===== src/logic/tmb_pkg.sv =====
// Summary of operation
// - run bit shows counting; writes ignored
// - debug halt without run-in-debug bit freezes count and events
// - run-in-debug bit keeps timer running halted
// - one shared buffer byte, software readable/writable
// - count low byte at base, high next
// - count register write beats internal update
// - capture/compare low at base, high next
// - capture loads counter value into register
// - compare value is top in periodic modes
// - pwm: low byte period, high byte duty
// - capture flag cleared by read or one
package tmb_pkg;
  localparam logic [7:0] TMB_OFS_FLAGS = 8'h06;
  localparam logic [7:0] TMB_OFS_STATUS = 8'h07;
  localparam logic [7:0] TMB_OFS_DBG = 8'h08;
  localparam logic [7:0] TMB_OFS_TEMP = 8'h09;
  localparam logic [7:0] TMB_OFS_CNT_L = 8'h0A;
  localparam logic [7:0] TMB_OFS_CNT_H = 8'h0B;
  localparam logic [7:0] TMB_OFS_CAPTURE_COMPARE_VALUE_L = 8'h0C;
  localparam logic [7:0] TMB_OFS_CAPTURE_COMPARE_VALUE_H = 8'h0D;
  localparam int TMB_BIT_RUN = 0;
  localparam int TMB_BIT_RUN_IN_DEBUG_HALT = 0;
  localparam int TMB_BIT_CAPTURE_FLAG = 0;
  localparam logic [7:0] TMB_RST_BYTE = 8'h00;
  localparam logic [15:0] TMB_RST_WORD = 16'h0000;
  localparam logic [15:0] TMB_ONE = 16'h0001;

  typedef enum logic [2:0] {
    TMB_PERIODIC,
    TMB_TIMEOUT,
    TMB_CAPTURE_FLAG_EVENT,
    TMB_CAPTURE_FLAG_FREQ,
    TMB_CAPTURE_FLAG_PW,
    TMB_CAPTURE_FLAG_FRQPW,
    TMB_SINGLE_SHOT,
    TMB_PWM8
  } tmb_mode_t;

  typedef enum logic [1:0] {
    TMB_PH_IDLE,
    TMB_PH_FIRST,
    TMB_PH_SECOND,
    TMB_PH_DONE
  } tmb_phase_t;

  typedef struct packed {
    logic wr;
    logic rd;
    logic [7:0] addr;
    logic [7:0] wdata;
  } tmb_req_t;
endpackage


===== src/logic/tmb_timer.sv =====
`timescale 1ns/100ps
module tmb_timer (
  input wire logic clk_in,
  input wire logic reset_n_in,
  input wire tmb_pkg::tmb_req_t req_in,
  input wire tmb_pkg::tmb_mode_t mode_in,
  input wire logic enable_in,
  input wire logic capture_event_in,
  input wire logic debug_halt_in,
  output logic [7:0] rdata_out,
  output logic run_out,
  output logic capture_flag_out,
  output logic pwm_out,
  output logic top_pulse_out
);
  import tmb_pkg::*;

  logic [15:0] cnt_r;
  logic [15:0] cnt_nxt;
  logic [15:0] capture_compare_value_r;
  logic [7:0] temp_r;
  logic [7:0] rdata_r;
  logic run_in_debug_halt_r;
  logic run_r;
  logic run_nxt;
  logic flag_r;
  logic ev_prev_r;
  logic pwm_r;
  logic top_r;
  tmb_phase_t phase_r;

  logic frozen;
  logic tick;
  logic pos;
  logic neg;
  logic at_top;
  logic pwm_wrap;
  logic capture_flag_mode;
  logic top_mode;
  logic cap_now;
  logic restart;
  logic flag_set;
  logic flag_clr;
  logic wr_cnt;
  logic wr_capture_compare_value;

  // events and counting are both gated, so a halted timer sees nothing
  assign frozen = debug_halt_in & ~run_in_debug_halt_r;
  assign pos = ~frozen & capture_event_in & ~ev_prev_r;
  assign neg = ~frozen & ~capture_event_in & ev_prev_r;
  assign tick = run_r & ~frozen;
  assign at_top = cnt_r == capture_compare_value_r;
  assign pwm_wrap = cnt_r[7:0] == capture_compare_value_r[7:0];
  assign capture_flag_mode = mode_in inside {TMB_CAPTURE_FLAG_EVENT, TMB_CAPTURE_FLAG_FREQ, TMB_CAPTURE_FLAG_PW,
    TMB_CAPTURE_FLAG_FRQPW};
  assign top_mode = mode_in inside {TMB_PERIODIC, TMB_TIMEOUT, TMB_SINGLE_SHOT};
  assign wr_cnt = req_in.wr & (req_in.addr == TMB_OFS_CNT_L);
  assign wr_capture_compare_value = req_in.wr & (req_in.addr inside {TMB_OFS_CAPTURE_COMPARE_VALUE_L, TMB_OFS_CAPTURE_COMPARE_VALUE_H});

  always_comb begin
    cap_now = 1'b0;
    restart = 1'b0;
    case (mode_in)
      TMB_CAPTURE_FLAG_EVENT: cap_now = pos;
      TMB_CAPTURE_FLAG_FREQ: begin
        cap_now = pos;
        restart = pos;
      end
      TMB_CAPTURE_FLAG_PW: begin
        cap_now = neg;
        restart = pos;
      end
      TMB_CAPTURE_FLAG_FRQPW: begin
        cap_now = neg & (phase_r == TMB_PH_FIRST);
        restart = pos & (phase_r == TMB_PH_IDLE);
      end
      TMB_TIMEOUT: restart = pos;
      TMB_SINGLE_SHOT: restart = pos;
      default: begin
        cap_now = 1'b0;
        restart = 1'b0;
      end
    endcase
  end

  always_comb begin
    if (restart) begin
      cnt_nxt = TMB_RST_WORD;
    end else if (tick & top_mode & at_top) begin
      cnt_nxt = TMB_RST_WORD;
    end else if (tick & (mode_in == TMB_PWM8) & pwm_wrap) begin
      cnt_nxt = TMB_RST_WORD;
    end else if (tick) begin
      cnt_nxt = cnt_r + TMB_ONE;
    end else begin
      cnt_nxt = cnt_r;
    end
  end

  always_comb begin
    run_nxt = run_r;
    if (!enable_in) begin
      run_nxt = 1'b0;
    end else begin
      case (mode_in)
        TMB_SINGLE_SHOT: begin
          if (pos) begin
            run_nxt = 1'b1;
          end else if (tick & at_top) begin
            run_nxt = 1'b0;
          end
        end
        TMB_TIMEOUT: begin
          if (pos) begin
            run_nxt = 1'b1;
          end else if (neg) begin
            run_nxt = 1'b0;
          end
        end
        TMB_CAPTURE_FLAG_FRQPW: begin
          if (pos & (phase_r == TMB_PH_IDLE)) begin
            run_nxt = 1'b1;
          end else if (pos & (phase_r == TMB_PH_SECOND)) begin
            run_nxt = 1'b0;
          end
        end
        default: run_nxt = 1'b1;
      endcase
    end
  end

  // frequency-and-width sequence: start, capture, stop; waits for disable
  always_ff @(posedge clk_in or negedge reset_n_in) begin
    if (!reset_n_in) begin
      phase_r <= TMB_PH_IDLE;
    end else if (!enable_in || mode_in != TMB_CAPTURE_FLAG_FRQPW) begin
      phase_r <= TMB_PH_IDLE;
    end else begin
      case (phase_r)
        TMB_PH_IDLE: if (pos) phase_r <= TMB_PH_FIRST;
        TMB_PH_FIRST: if (neg) phase_r <= TMB_PH_SECOND;
        TMB_PH_SECOND: if (pos) phase_r <= TMB_PH_DONE;
        default: phase_r <= phase_r;
      endcase
    end
  end

  assign flag_set = (cap_now & (mode_in != TMB_CAPTURE_FLAG_FRQPW))
    | (pos & (phase_r == TMB_PH_SECOND) & (mode_in == TMB_CAPTURE_FLAG_FRQPW))
    | (tick & top_mode & at_top)
    | (tick & (mode_in == TMB_PWM8) & (cnt_r[7:0] == capture_compare_value_r[15:8]));
  assign flag_clr = (req_in.wr & (req_in.addr == TMB_OFS_FLAGS) & req_in.wdata[TMB_BIT_CAPTURE_FLAG])
    | (req_in.rd & (req_in.addr == TMB_OFS_CAPTURE_COMPARE_VALUE_L) & capture_flag_mode);

  always_ff @(posedge clk_in or negedge reset_n_in) begin
    if (!reset_n_in) begin
      flag_r <= 1'b0;
    end else if (flag_set) begin
      flag_r <= 1'b1;
    end else if (flag_clr) begin
      flag_r <= 1'b0;
    end
  end

  always_ff @(posedge clk_in or negedge reset_n_in) begin
    if (!reset_n_in) begin
      run_r <= 1'b0;
      ev_prev_r <= 1'b0;
    end else begin
      run_r <= run_nxt;
      if (!frozen) ev_prev_r <= capture_event_in;
    end
  end

  // bus write wins over counting and restart in the same cycle
  always_ff @(posedge clk_in or negedge reset_n_in) begin
    if (!reset_n_in) begin
      cnt_r <= TMB_RST_WORD;
    end else if (wr_cnt) begin
      cnt_r <= {temp_r, req_in.wdata};
    end else begin
      cnt_r <= cnt_nxt;
    end
  end

  always_ff @(posedge clk_in or negedge reset_n_in) begin
    if (!reset_n_in) begin
      capture_compare_value_r <= TMB_RST_WORD;
    end else if (wr_capture_compare_value && mode_in == TMB_PWM8) begin
      if (req_in.addr == TMB_OFS_CAPTURE_COMPARE_VALUE_L) capture_compare_value_r[7:0] <= req_in.wdata;
      else capture_compare_value_r[15:8] <= req_in.wdata;
    end else if (req_in.wr && req_in.addr == TMB_OFS_CAPTURE_COMPARE_VALUE_L) begin
      capture_compare_value_r <= {temp_r, req_in.wdata};
    end else if (cap_now) begin
      capture_compare_value_r <= cnt_r;
    end
  end

  // one buffer byte serves both 16-bit registers, so interleaving corrupts
  always_ff @(posedge clk_in or negedge reset_n_in) begin
    if (!reset_n_in) begin
      temp_r <= TMB_RST_BYTE;
    end else if (req_in.wr) begin
      if (req_in.addr inside {TMB_OFS_TEMP, TMB_OFS_CNT_H}) begin
        temp_r <= req_in.wdata;
      end else if (req_in.addr == TMB_OFS_CAPTURE_COMPARE_VALUE_H && mode_in != TMB_PWM8) begin
        temp_r <= req_in.wdata;
      end
    end else if (req_in.rd) begin
      if (req_in.addr == TMB_OFS_CNT_L) temp_r <= cnt_r[15:8];
      else if (req_in.addr == TMB_OFS_CAPTURE_COMPARE_VALUE_L && mode_in != TMB_PWM8) temp_r <= capture_compare_value_r[15:8];
    end
  end

  always_ff @(posedge clk_in or negedge reset_n_in) begin
    if (!reset_n_in) begin
      run_in_debug_halt_r <= 1'b0;
    end else if (req_in.wr && req_in.addr == TMB_OFS_DBG) begin
      run_in_debug_halt_r <= req_in.wdata[TMB_BIT_RUN_IN_DEBUG_HALT];
    end
  end

  always_ff @(posedge clk_in or negedge reset_n_in) begin
    if (!reset_n_in) begin
      rdata_r <= TMB_RST_BYTE;
    end else if (req_in.rd) begin
      rdata_r <= TMB_RST_BYTE;
      case (req_in.addr)
        TMB_OFS_FLAGS: rdata_r[TMB_BIT_CAPTURE_FLAG] <= flag_r;
        TMB_OFS_STATUS: rdata_r[TMB_BIT_RUN] <= run_r;
        TMB_OFS_DBG: rdata_r[TMB_BIT_RUN_IN_DEBUG_HALT] <= run_in_debug_halt_r;
        TMB_OFS_TEMP: rdata_r <= temp_r;
        TMB_OFS_CNT_L: rdata_r <= cnt_r[7:0];
        TMB_OFS_CNT_H: rdata_r <= temp_r;
        TMB_OFS_CAPTURE_COMPARE_VALUE_L: rdata_r <= capture_compare_value_r[7:0];
        TMB_OFS_CAPTURE_COMPARE_VALUE_H: rdata_r <= (mode_in == TMB_PWM8) ? capture_compare_value_r[15:8] : temp_r;
        default: rdata_r <= TMB_RST_BYTE;
      endcase
    end
  end

  always_ff @(posedge clk_in or negedge reset_n_in) begin
    if (!reset_n_in) begin
      pwm_r <= 1'b0;
      top_r <= 1'b0;
    end else begin
      pwm_r <= (mode_in == TMB_PWM8) & run_r & (cnt_r[7:0] < capture_compare_value_r[15:8]);
      top_r <= tick & ((top_mode & at_top) | ((mode_in == TMB_PWM8) & pwm_wrap));
    end
  end

  assign rdata_out = rdata_r;
  assign run_out = run_r;
  assign capture_flag_out = flag_r;
  assign pwm_out = pwm_r;
  assign top_pulse_out = top_r;
endmodule


===== config.mk =====
export PLATFORM = sky130hd
export DESIGN_NAME = tmb_timer
export DESIGN_NICKNAME = d
export VERILOG_FILES = /design/src/logic/tmb_pkg.sv /design/src/logic/tmb_timer.sv
export SDC_FILE = /design/constraint.sdc
export NUM_CORES = 1
export LEC_CHECK = 0
export BUFFER_PORTS_ARGS = -buffer_cell sky130_fd_sc_hd__buf_2
export CAP_MARGIN = 0
export CORE_MARGIN = 1
export CORE_UTILIZATION = 45
export DETAILED_ROUTE_END_ITERATION = 10
export PLACE_DENSITY = 0.6
export SLEW_MARGIN = 20
export SYNTH_ARGS = -nofsm -noshare
export SYNTH_HDL_FRONTEND = slang
export SYNTH_SLANG_ARGS = --single-unit

===== constraint.sdc =====
create_clock -name clk_in -period 3 [get_ports clk_in]
set_input_delay 0.15 -clock clk_in [delete_from_list [all_inputs] [get_ports clk_in]]
set_output_delay 0.15 -clock clk_in [all_outputs]
set_load 0.03 [all_outputs]

* Yosys cells after proc, flatten, opt, wreduce, memory -nomap -nowiden
Index checks and enable logic that the tools add are counted.
Word-level totals: bits in registers 56, input port bits 26, output and inout port bits 12, word-level logic and storage cells 145
Cells by class: $add $sub $neg 1, order comparisons 1, equal/unequal tests 31, muxes and demuxes 36, bitwise operators 37, reduce and logical (&&, ||, !) cells 27
Operators with widths (count):
- $mux 16 | 8
- $mux 8 | 9
- $eq 8x4->1 const B | 6
- $and 1x1->1 | 28
- $pmux 7 s4 | 1
- $add 16x1->16 const B | 1
- $eq 16x16->1 | 1
- $eq 8x3->1 const B | 2
- $eq 8x8->1 | 2
- $eq 3x3->1 const B | 4
- $mux 1 | 9
- $ne 3x2->1 const B | 3
- $reduce_bool 3->1 | 3
- $lt 8x8->1 | 1
- $mux 2 | 4
- $reduce_bool 2->1 | 4
- $reduce_bool 4->1 | 2
- $pmux 1 s7 | 1
- $eq 3x2->1 const B | 2
- $ne 3x3->1 const B | 2
- $pmux 1 s3 | 2
- $pmux 2 s3 | 1
- $reduce_and 3->1 | 2
- $logic_and 1x1->1 | 5
- other kinds (21) | 30

* Logic depth before layout (Yosys ltp)
Gate-level depths: netlist of run 1.
depth in word-level cells 12, gate-level depth with buffers 9, depth with buffers taken out 8

* Worst setup path after synthesis of run 1
No wires, ideal clock.
path type reg-to-reg, start register run_in_debug_halt_r, end register cnt_r[1], library setup time 127 ps, arrival time 1914 ps, required time 2873 ps, path slack 959 ps, cell stages (with the launch flop) 8, path buffers 1, period minus slack after synthesis 2041 ps, path through dfrtp_1 -> nor2b_1 -> nor3b_1 -> a21oi_1 -> a22o_1 -> buf_2 -> a221oi_1 -> nor2_1
Between the ends: longest elaborated chain between the ends 10, elaborated cells on any way between the ends 17, those cells by class mux: 5; bitwise: 11; reduce/logical: 1
RTL lines:
- start: declaration | line tmb_timer.sv:23 | logic run_in_debug_halt_r;
- start signal: assignment | line tmb_timer.sv:219 | run_in_debug_halt_r <= req_in.wdata[TMB_BIT_RUN_IN_DEBUG_HALT];
- $not 1->1 * | line tmb_timer.sv:48 | assign frozen = debug_halt_in & ~run_in_debug_halt_r;
- $and 1x1->1 * | line tmb_timer.sv:48
- $not 1->1 * | line tmb_timer.sv:49, tmb_timer.sv:51
- $and 1x1->1 | line tmb_timer.sv:51 | assign tick = run_r & ~frozen;
- $and 1x1->1 (2 in series) | line tmb_timer.sv:91 | end else if (tick & (mode_in == TMB_PWM8) & pwm_wrap) begin
- $mux 16 | line tmb_timer.sv:91
- $mux 16 | line tmb_timer.sv:89 | end else if (tick & top_mode & at_top) begin
- $mux 16 | line tmb_timer.sv:87 | if (restart) begin
- $mux 16 | line tmb_timer.sv:179 | end else if (wr_cnt) begin
- end signal: assignment | line tmb_timer.sv:180 | cnt_r <= {temp_r, req_in.wdata};
- end signal: assignment | line tmb_timer.sv:182 | cnt_r <= cnt_nxt;
- end: declaration | line tmb_timer.sv:18 | logic [15:0] cnt_r;
Every way passes the cells marked *; elsewhere a longest branch is shown, timed or not. A chain may end at the register's enable or synchronous reset.

* Worst setup path after layout of run 1
start register run_in_debug_halt_r, end register cnt_r[12]
The elaborated chain is that of the path after synthesis.

==> results of run 1 <==
## cells by family after synthesis
group                      count (synthesis)  share of synthesized area
xor gates and xnor gates                  17                    0.03622
buffers and inverters                     64                    0.07001
DFF                                       56                     0.3409
adders and majority gates                 13                    0.03957
and+or+nand+nor                          177                     0.2183
muxes                                     25                    0.06423
AOI/OAI and AO/OA                        139                     0.2308
## per-layer routing
layer,GRT usage,vias to the layer above,share of wire,wire [µm]
li1,-,1822,-,-
met1,0.3482,1798,0.44,5290
met2,0.4212,156,0.46,5553
met3,0.02446,30,0.060,726
met4,0.1041,0,0.036,432
met5,0,-,0,0
## cell usage in the layout (no fill, tap or decap), drive strengths merged, types with 13 or more instances in the layout
master and instances:
dfrtp 56, buf 50, nor2 49, nand2 46
a21oi 43, inv 31, o21ai 26, nand3 18
xor2 17, mux2i 14, ha 13
## worst max-delay path by stage
| stage | slack, ps | depth (start not counted) | endpoint | start |
|---|---|---|---|---|
| after floorplan | 960 | 7 | cnt_r[1] | run_in_debug_halt_r |
| after global placement | 630 | 7 | cnt_r[12] | run_in_debug_halt_r |
| after detailed placement | 600 | 7 | cnt_r[12] | run_in_debug_halt_r |
| after CTS | 560 | 7 | cnt_r[12] | run_in_debug_halt_r |
| after global routing | 300 | 7 | cnt_r[14] | run_in_debug_halt_r |
| final | 520 | 7 | cnt_r[12] | run_in_debug_halt_r |
## cells in the mapped netlist, drive strengths merged, types with 3 or more instances
cell type,number
a222oi,7
xor2,17
nand2b,7
a21boi,7
nor3,12
nor2b,6
o21ai,26
a21oi,43
and3,4
and2,3
buf,14
nor2,49
a31o,4
mux2,11
nor4,9
a21o,4
a32oi,3
dfrtp,56
nand4,7
clkbuf,19
inv,31
a31oi,4
nand3b,5
nand2,46
a22oi,5
mux2i,14
nand3,18
o31ai,4
a211oi,9
ha,13
o22ai,9
## state kept, by name, indices dropped and copies added (netlist names)
register / count
capture_compare_value_r: 16
capture_flag_out: 1
cnt_r: 16
ev_prev_r: 1
phase_r: 2
pwm_out: 1
rdata_out: 8
run_in_debug_halt_r: 1
run_out: 1
temp_r: 8
top_pulse_out: 1
## critical path: cells and delay by family, from the launching register on
family	cells	cell delay (ps)
buf+inv	1	180
compound gates	3	1160
simple gates	3	630
flops	1	420
## stage by stage
stage	util	power, µW
after global placement	0.4971	2199
after floorplan	-	1846
final	0.5089	2672
after detailed placement	0.4971	2221
after CTS	0.5089	2671
after global routing	0.5089	2873
## cell type report
type                            count  area [µm²]  share of cell area
Tap cell                          108       135.1             0.03030
Timing Repair Buffer               51       292.8             0.06566
Clock buffer                        6       82.58             0.01852
Sequential cell                    56        1401              0.3143
Multi-Input combinational cell    371        2421              0.5429
Clock inverter                      2       10.01            0.002245
Inverter                           31       116.4             0.02609
## repair_timing
item	CTS	global route
hold endpoints to repair	26	0
hold buffers	1	0
buffers inserted	0	0
## power breakdown
part	internal (µW)	switching [µW]	leakage [µW]	total, µW
sequential	931	294	0.000689	1230
clock	185	256	0.0000510	441
combinational	429	575	0.00123	1000
==> results by group, run 1 <==
STA
  – Max frequency: 402.4 MHz
  – Fin Clk Skew: 9.136 ps
  – Hold Vio Cnt, Final: 0
  – Max Transition Viols Final: 0
  – Max-Slew Margin vs Limit: 0.3875
  – Slew @ Worst Pin: around 900 ps
  – Fin crit share: 0.8283
  – Finish-stage setup viols: 0
  – RSZ-0062 raised after global routing: no
  – Final hold slack: between 50 and 60 ps
  – Setup tns final: 0 ps
  – Setup ws final: roughly 520 ps
  – Crit path time final: about 2500 ps

Detailed routing
  – TritonRoute pass-1 iters: 5
  – Via count: between 3000 and 4000
  – Avg Vias per Cell: 6.090
  – Number of DRC markers in iteration 0: 313
  – Drt total wl: roughly 12000 µm
  – Antenna-violating nets left: 0
  – Residual DRC: 0
  – Wire per inst: ~19 µm

Floorplan
  – Initial Util: 0.4690
  – Row cnt: 34
  – Die W: about 98 µm
  – # IOs: 38
  – Core ar.: between 0.008 and 0.009 mm²
  – Die H: 97.57 µm
  – Die area: 0.009520 mm²

GRT
  – First-pass GRT wire length: ~20000 µm
  – Vias in the first global route: between 3000 and 4000
  – Total gr overflow: 0
  – Pin count of the biggest net entering global routing: 31
  – Initial antenna violation count: 0
  – Gr usage total: 0.2570

Yosys
  – Cells taking the most area after synthesis: dfrtp_1, a21oi_1, nor2_1
  – Synth Flop Type: dfrtp_1
  – Synth Register Bits: 56
  – Synth warnings: 0
  – Syn Inst Count: between 400 and 500
  – Post-synth EDFFs: 0
  – Top cell type's share of synthesized area: 0.3409
  – Distinct cells, synth: 60
  – Post-synthesis cell area: between 0.004 and 0.005 mm²
  – Async S/R FF share, synth: 1.000
  – Post-synthesis sequential area ratio: 0.3409
  – Syn_area_per_cell: about 8.4 µm²
  – Synth area leader: dfrtp_1
  – Mapped Nets: 530

CTS
  – Clock insertion delay at the later pin of the skew report: between 300 and 400 ps
  – CTS tree: built
  – CTS Buf Count: 5
  – Root buffer cell: clkbuf_8
  – Sink Count: 56
  – Worst-path clk slew: between 100 and 150 ps
  – Cts repair resizes: 0
  – H-tree depth: 2
  – Max Root-Sink Buffers: 2

Finish
  – Area grow syn2layout: 8.493%
  – Fin cells: 625
  – Final instance area: 0.004459 mm²
  – Antenna Diode Count: 0
  – Final nets: around 560
  – Layout filler cell count: between 800 and 900
  – Share of layout cells above drive strength 1: 0.1741

Place
  – I/O Buffers: 37
  – Inst Count DP: 616
  – GPL Wtd Cong: approximately 0.9
  – Cell area after placement: 0.004357 mm²
  – Post-DP HPWL: ~9100 µm
  – Pre-CTS setup slack: 601.7 ps

Worst hold path
  – Hold Path End: run_out
  – Type of the most critical hold path: input pin to flip-flop
  – Hold Crit Depth: 2
  – Hold Path Origin: enable_in

Critical path
  – Worst R2R End: cnt_r[12]
  – WS Path Type: flip-flop to flip-flop
  – Worst R2R Setup Slack: a little over 500 ps
  – Max FO, Critical Path: 23
  – Critical path's slowest cell: a22o_1
  – Peak per-stage delay on the critical path: 690 ps
  – WP data required: approximately 3200 ps
  – R2R Path Start: run_in_debug_halt_r
  – Worst R2R Path Depth: 7
  – CP Cell Sequence: nor2b_1 -> nor3b_1 -> buf_4 -> a211oi_1 -> a22o_1 -> nand3_1 -> o221ai_1
  – Arrival time of the worst setup path: between 2000 and 3000 ps
  – Startpoint Class: flip-flop
  – CP endpoint kind: flip-flop

Flow run
  – Max_cap viols: 0

Outcome
  – Status: completed

Power and ir drop
  – Leakage: 0.001968 µW
  – IR drop worst, VDD: between 200 and 300 µV
  – Pwr dens: around 600 mW/mm²
No activity file was read; power rests on OpenSTA's default activity.
==> run 2: changes to the inputs <==
clock period = 2.3 ns   (was 3 ns; I/O delays follow)
==> results by group, run 2 (same netlist as run 1, synthesis figures left out) <==
Finish
  – Largest regs: capture_compare_value_r: 16 flops, cnt_r: 16 flops
  – Commonest cells after routing, fill and taps aside: dfrtp_1, nor2_1, nand2_1
  – Area taken by multi-input logic gates: 0.002425 mm² (+0.16%)
  – Register Area: 0.001401 mm² (unchanged)
  – Commonest non-fill, non-tap cell in the layout: dfrtp_1
  – Fin cells: 649 (+3.8%)
  – Final nets: 578 (+4.1%)
  – Area grow syn2layout: 13.21%
  – Share of layout cells above drive strength 1: 0.2093 (+0.03518)
  – Layout filler cell count: 832 (-3.1%)

Power and ir drop
  – Internal: 2171 µW (+40%)
  – IR drop worst, VDD: 475.7 µV (+59%)
  – Combinational share of power: 0.400 (+0.024)
  – Flop pwr share: 0.415 (-0.044)
  – Pwr dens: 786.8 mW/mm² (+31%)
  – Net Switching: 1490 µW (+32%)
  – Switching share of power: 0.4070 (-0.01428)
  – Clk network pwr share: 0.184 (+0.019)
  – Leakage: 0.002081 µW (+5.8%)

Critical path
  – Top delay family on crit path: simple AND/OR/NAND/NOR gates
  – Max FO, Critical Path: 6 (-74%)
  – CP bufs+invs: 0 (-1)
  – Critical path's slowest cell: dfrtp_1
  – CP dominant cell by count: nor4_1
  – R2R Path Start: cnt_r[0]
  – Arrival time of the worst setup path: 2320 ps (-400 ps)
  – Peak per-stage delay on the critical path: 510 ps (-180 ps)
  – WP data required: 2500 ps (-730 ps)
  – Startpoint Class: flip-flop
  – CP startpoint: cnt_r[0]
  – WS Path Type: flip-flop to flip-flop
  – CP endpoint kind: flip-flop
  – CP Cell Sequence: xor2_1 -> nor4_1 -> nand4_1 -> nor4_1 -> nor4_1 -> o31a_1

Detailed routing
  – Number of DRC markers in iteration 0: 298 (-4.8%)
  – Via count: 3878 (+1.9%)
  – TritonRoute pass-1 iters: 5 (unchanged)
  – Residual DRC: 0 (unchanged)
  – Avg Vias per Cell: 5.975 (-1.9%)
  – Antenna-violating nets left: 0 (unchanged)
  – Wire per inst: 18.81 µm (-2.0%)
  – Drt total wl: 12210 µm (+1.7%)

Worst hold path
  – Type of the most critical hold path: input pin to flip-flop
  – Hold Path Origin: capture_event_in

Floorplan
  – Die W: 97.57 µm (unchanged)
  – Die area: 0.009520 mm² (unchanged)
  – # IOs: 38 (unchanged)
  – Core ar.: 0.008763 mm² (unchanged)
  – Die H: 97.57 µm (unchanged)
  – Initial Util: 0.4690 (unchanged)
  – Row cnt: 34 (unchanged)

STA
  – Max-Slew Margin vs Limit: 0.6395 (+0.2519)
  – Fin Clk Skew: 6.691 ps (-2.445 ps)
  – Setup tns final: 0 ps (unchanged)
  – RSZ-0062 raised after global routing: no
  – Finish-stage setup viols: 0 (unchanged)
  – Hold Vio Cnt, Final: 0 (unchanged)
  – Max frequency: 471.3 MHz (+17%)
  – Fin crit share: 0.9224 (+0.09411)
  – Final hold slack: 42.54 ps (-17.40 ps)
  – Crit path time final: 2122 ps (-363.4 ps)
  – Slew @ Worst Pin: 540.8 ps (-377.9 ps)
  – Max Transition Viols Final: 0 (unchanged)

CTS
  – Max Root-Sink Buffers: 2 (unchanged)
  – CTS tree: built
  – H-tree depth: 2 (unchanged)
  – Setup bufs post-CTS: 0 (unchanged)
  – Worst-path clk slew: 100 ps (about the same)
  – Sink Count: 56 (unchanged)
  – Clock insertion delay at the later pin of the skew report: 320 ps (about the same)
  – CTS Buf Count: 5 (unchanged)
  – Root buffer cell: clkbuf_8

Place
  – GPL Wtd Cong: 0.8841 (-2.4%)
  – Post-DP HPWL: 9420 µm (+3.1%)
  – I/O Buffers: 37 (unchanged)
  – Inst Count DP: 639 (+3.7%)

GRT
  – First-pass GRT wire length: 19550 µm (-0.18%)
  – Pin count of the biggest net entering global routing: 25 (-19%)
  – Gr usage total: 0.2618 (+0.004810)
  – Initial antenna violation count: 1 (+1)
  – Vias in the first global route: 3717 (+0.27%)
  – Total gr overflow: 0 (unchanged)

Flow run
  – Max_cap viols: 0 (unchanged)

Outcome
  – Status: completed
## run 2: metal layers
metal,track usage,part of all wire
met5,0,0
met4,0.08145,0.021
met3,0.03237,0.068
met2,0.4164,0.46
met1,0.3709,0.45
## run 2: timing repair
item / CTS / global route
hold endpoints to repair: 20 / 0
setup endpoints to repair: 0 / 5
gates resized for setup: 0 / 1
hold buffers: 1 / 0
## run 2: tightest hold or removal path, cell delays in order
cell and delay [ps]:
buf_2 110, nand2_1 50, nand2_1 60
## run 2: layout make-up
| class | count | area share |
|---|---|---|
| Sequential cell | 56 | 0.3012 |
| Antenna cell | 1 | 0.0005378 |
| Clock buffer | 6 | 0.01560 |
| Tap cell | 108 | 0.02904 |
| Timing Repair Buffer | 74 | 0.1000 |
| Inverter | 31 | 0.02501 |
| Clock inverter | 2 | 0.007529 |
| Multi-Input combinational cell | 371 | 0.5211 |
## run 2: worst paths after layout
path                                              endpoint  slack [ps]  cells after the start
min in group asynchronous       capture_compare_value_r[3]         300                      2
worst min-delay path                             ev_prev_r          40                      3
worst min register to register                rdata_out[0]         520                      1
worst max register to register                     run_out         180                      6
worst max-delay path                               run_out         180                      6
max in group asynchronous       capture_compare_value_r[9]        1340                      3
## run 2: power by group through the flow
stage | sequential (µW) | clock, µW | combinational (µW)
2_1_floorplan | 1450 | 0 | 960
3_3_place_gp | 1530 | 0 | 1420
3_5_place_dp | 1530 | 0 | 1440
4_1_cts | 1510 | 687 | 1460
5_1_grt | 1550 | 722 | 1650
6_report | 1520 | 675 | 1470
## run 2: metrics by stage
step,util,setup WS (ps),instance area (µm²),total power [µW]
5_1_grt,0.5307,62.67,4651,3915
3_5_place_dp,0.5168,156.8,4529,2978
6_report,0.5310,178.4,4653,3661
4_1_cts,0.5303,162.8,4647,3656
3_3_place_gp,0.5168,183.4,4529,2951
2_1_floorplan,-,258.7,4110,2408
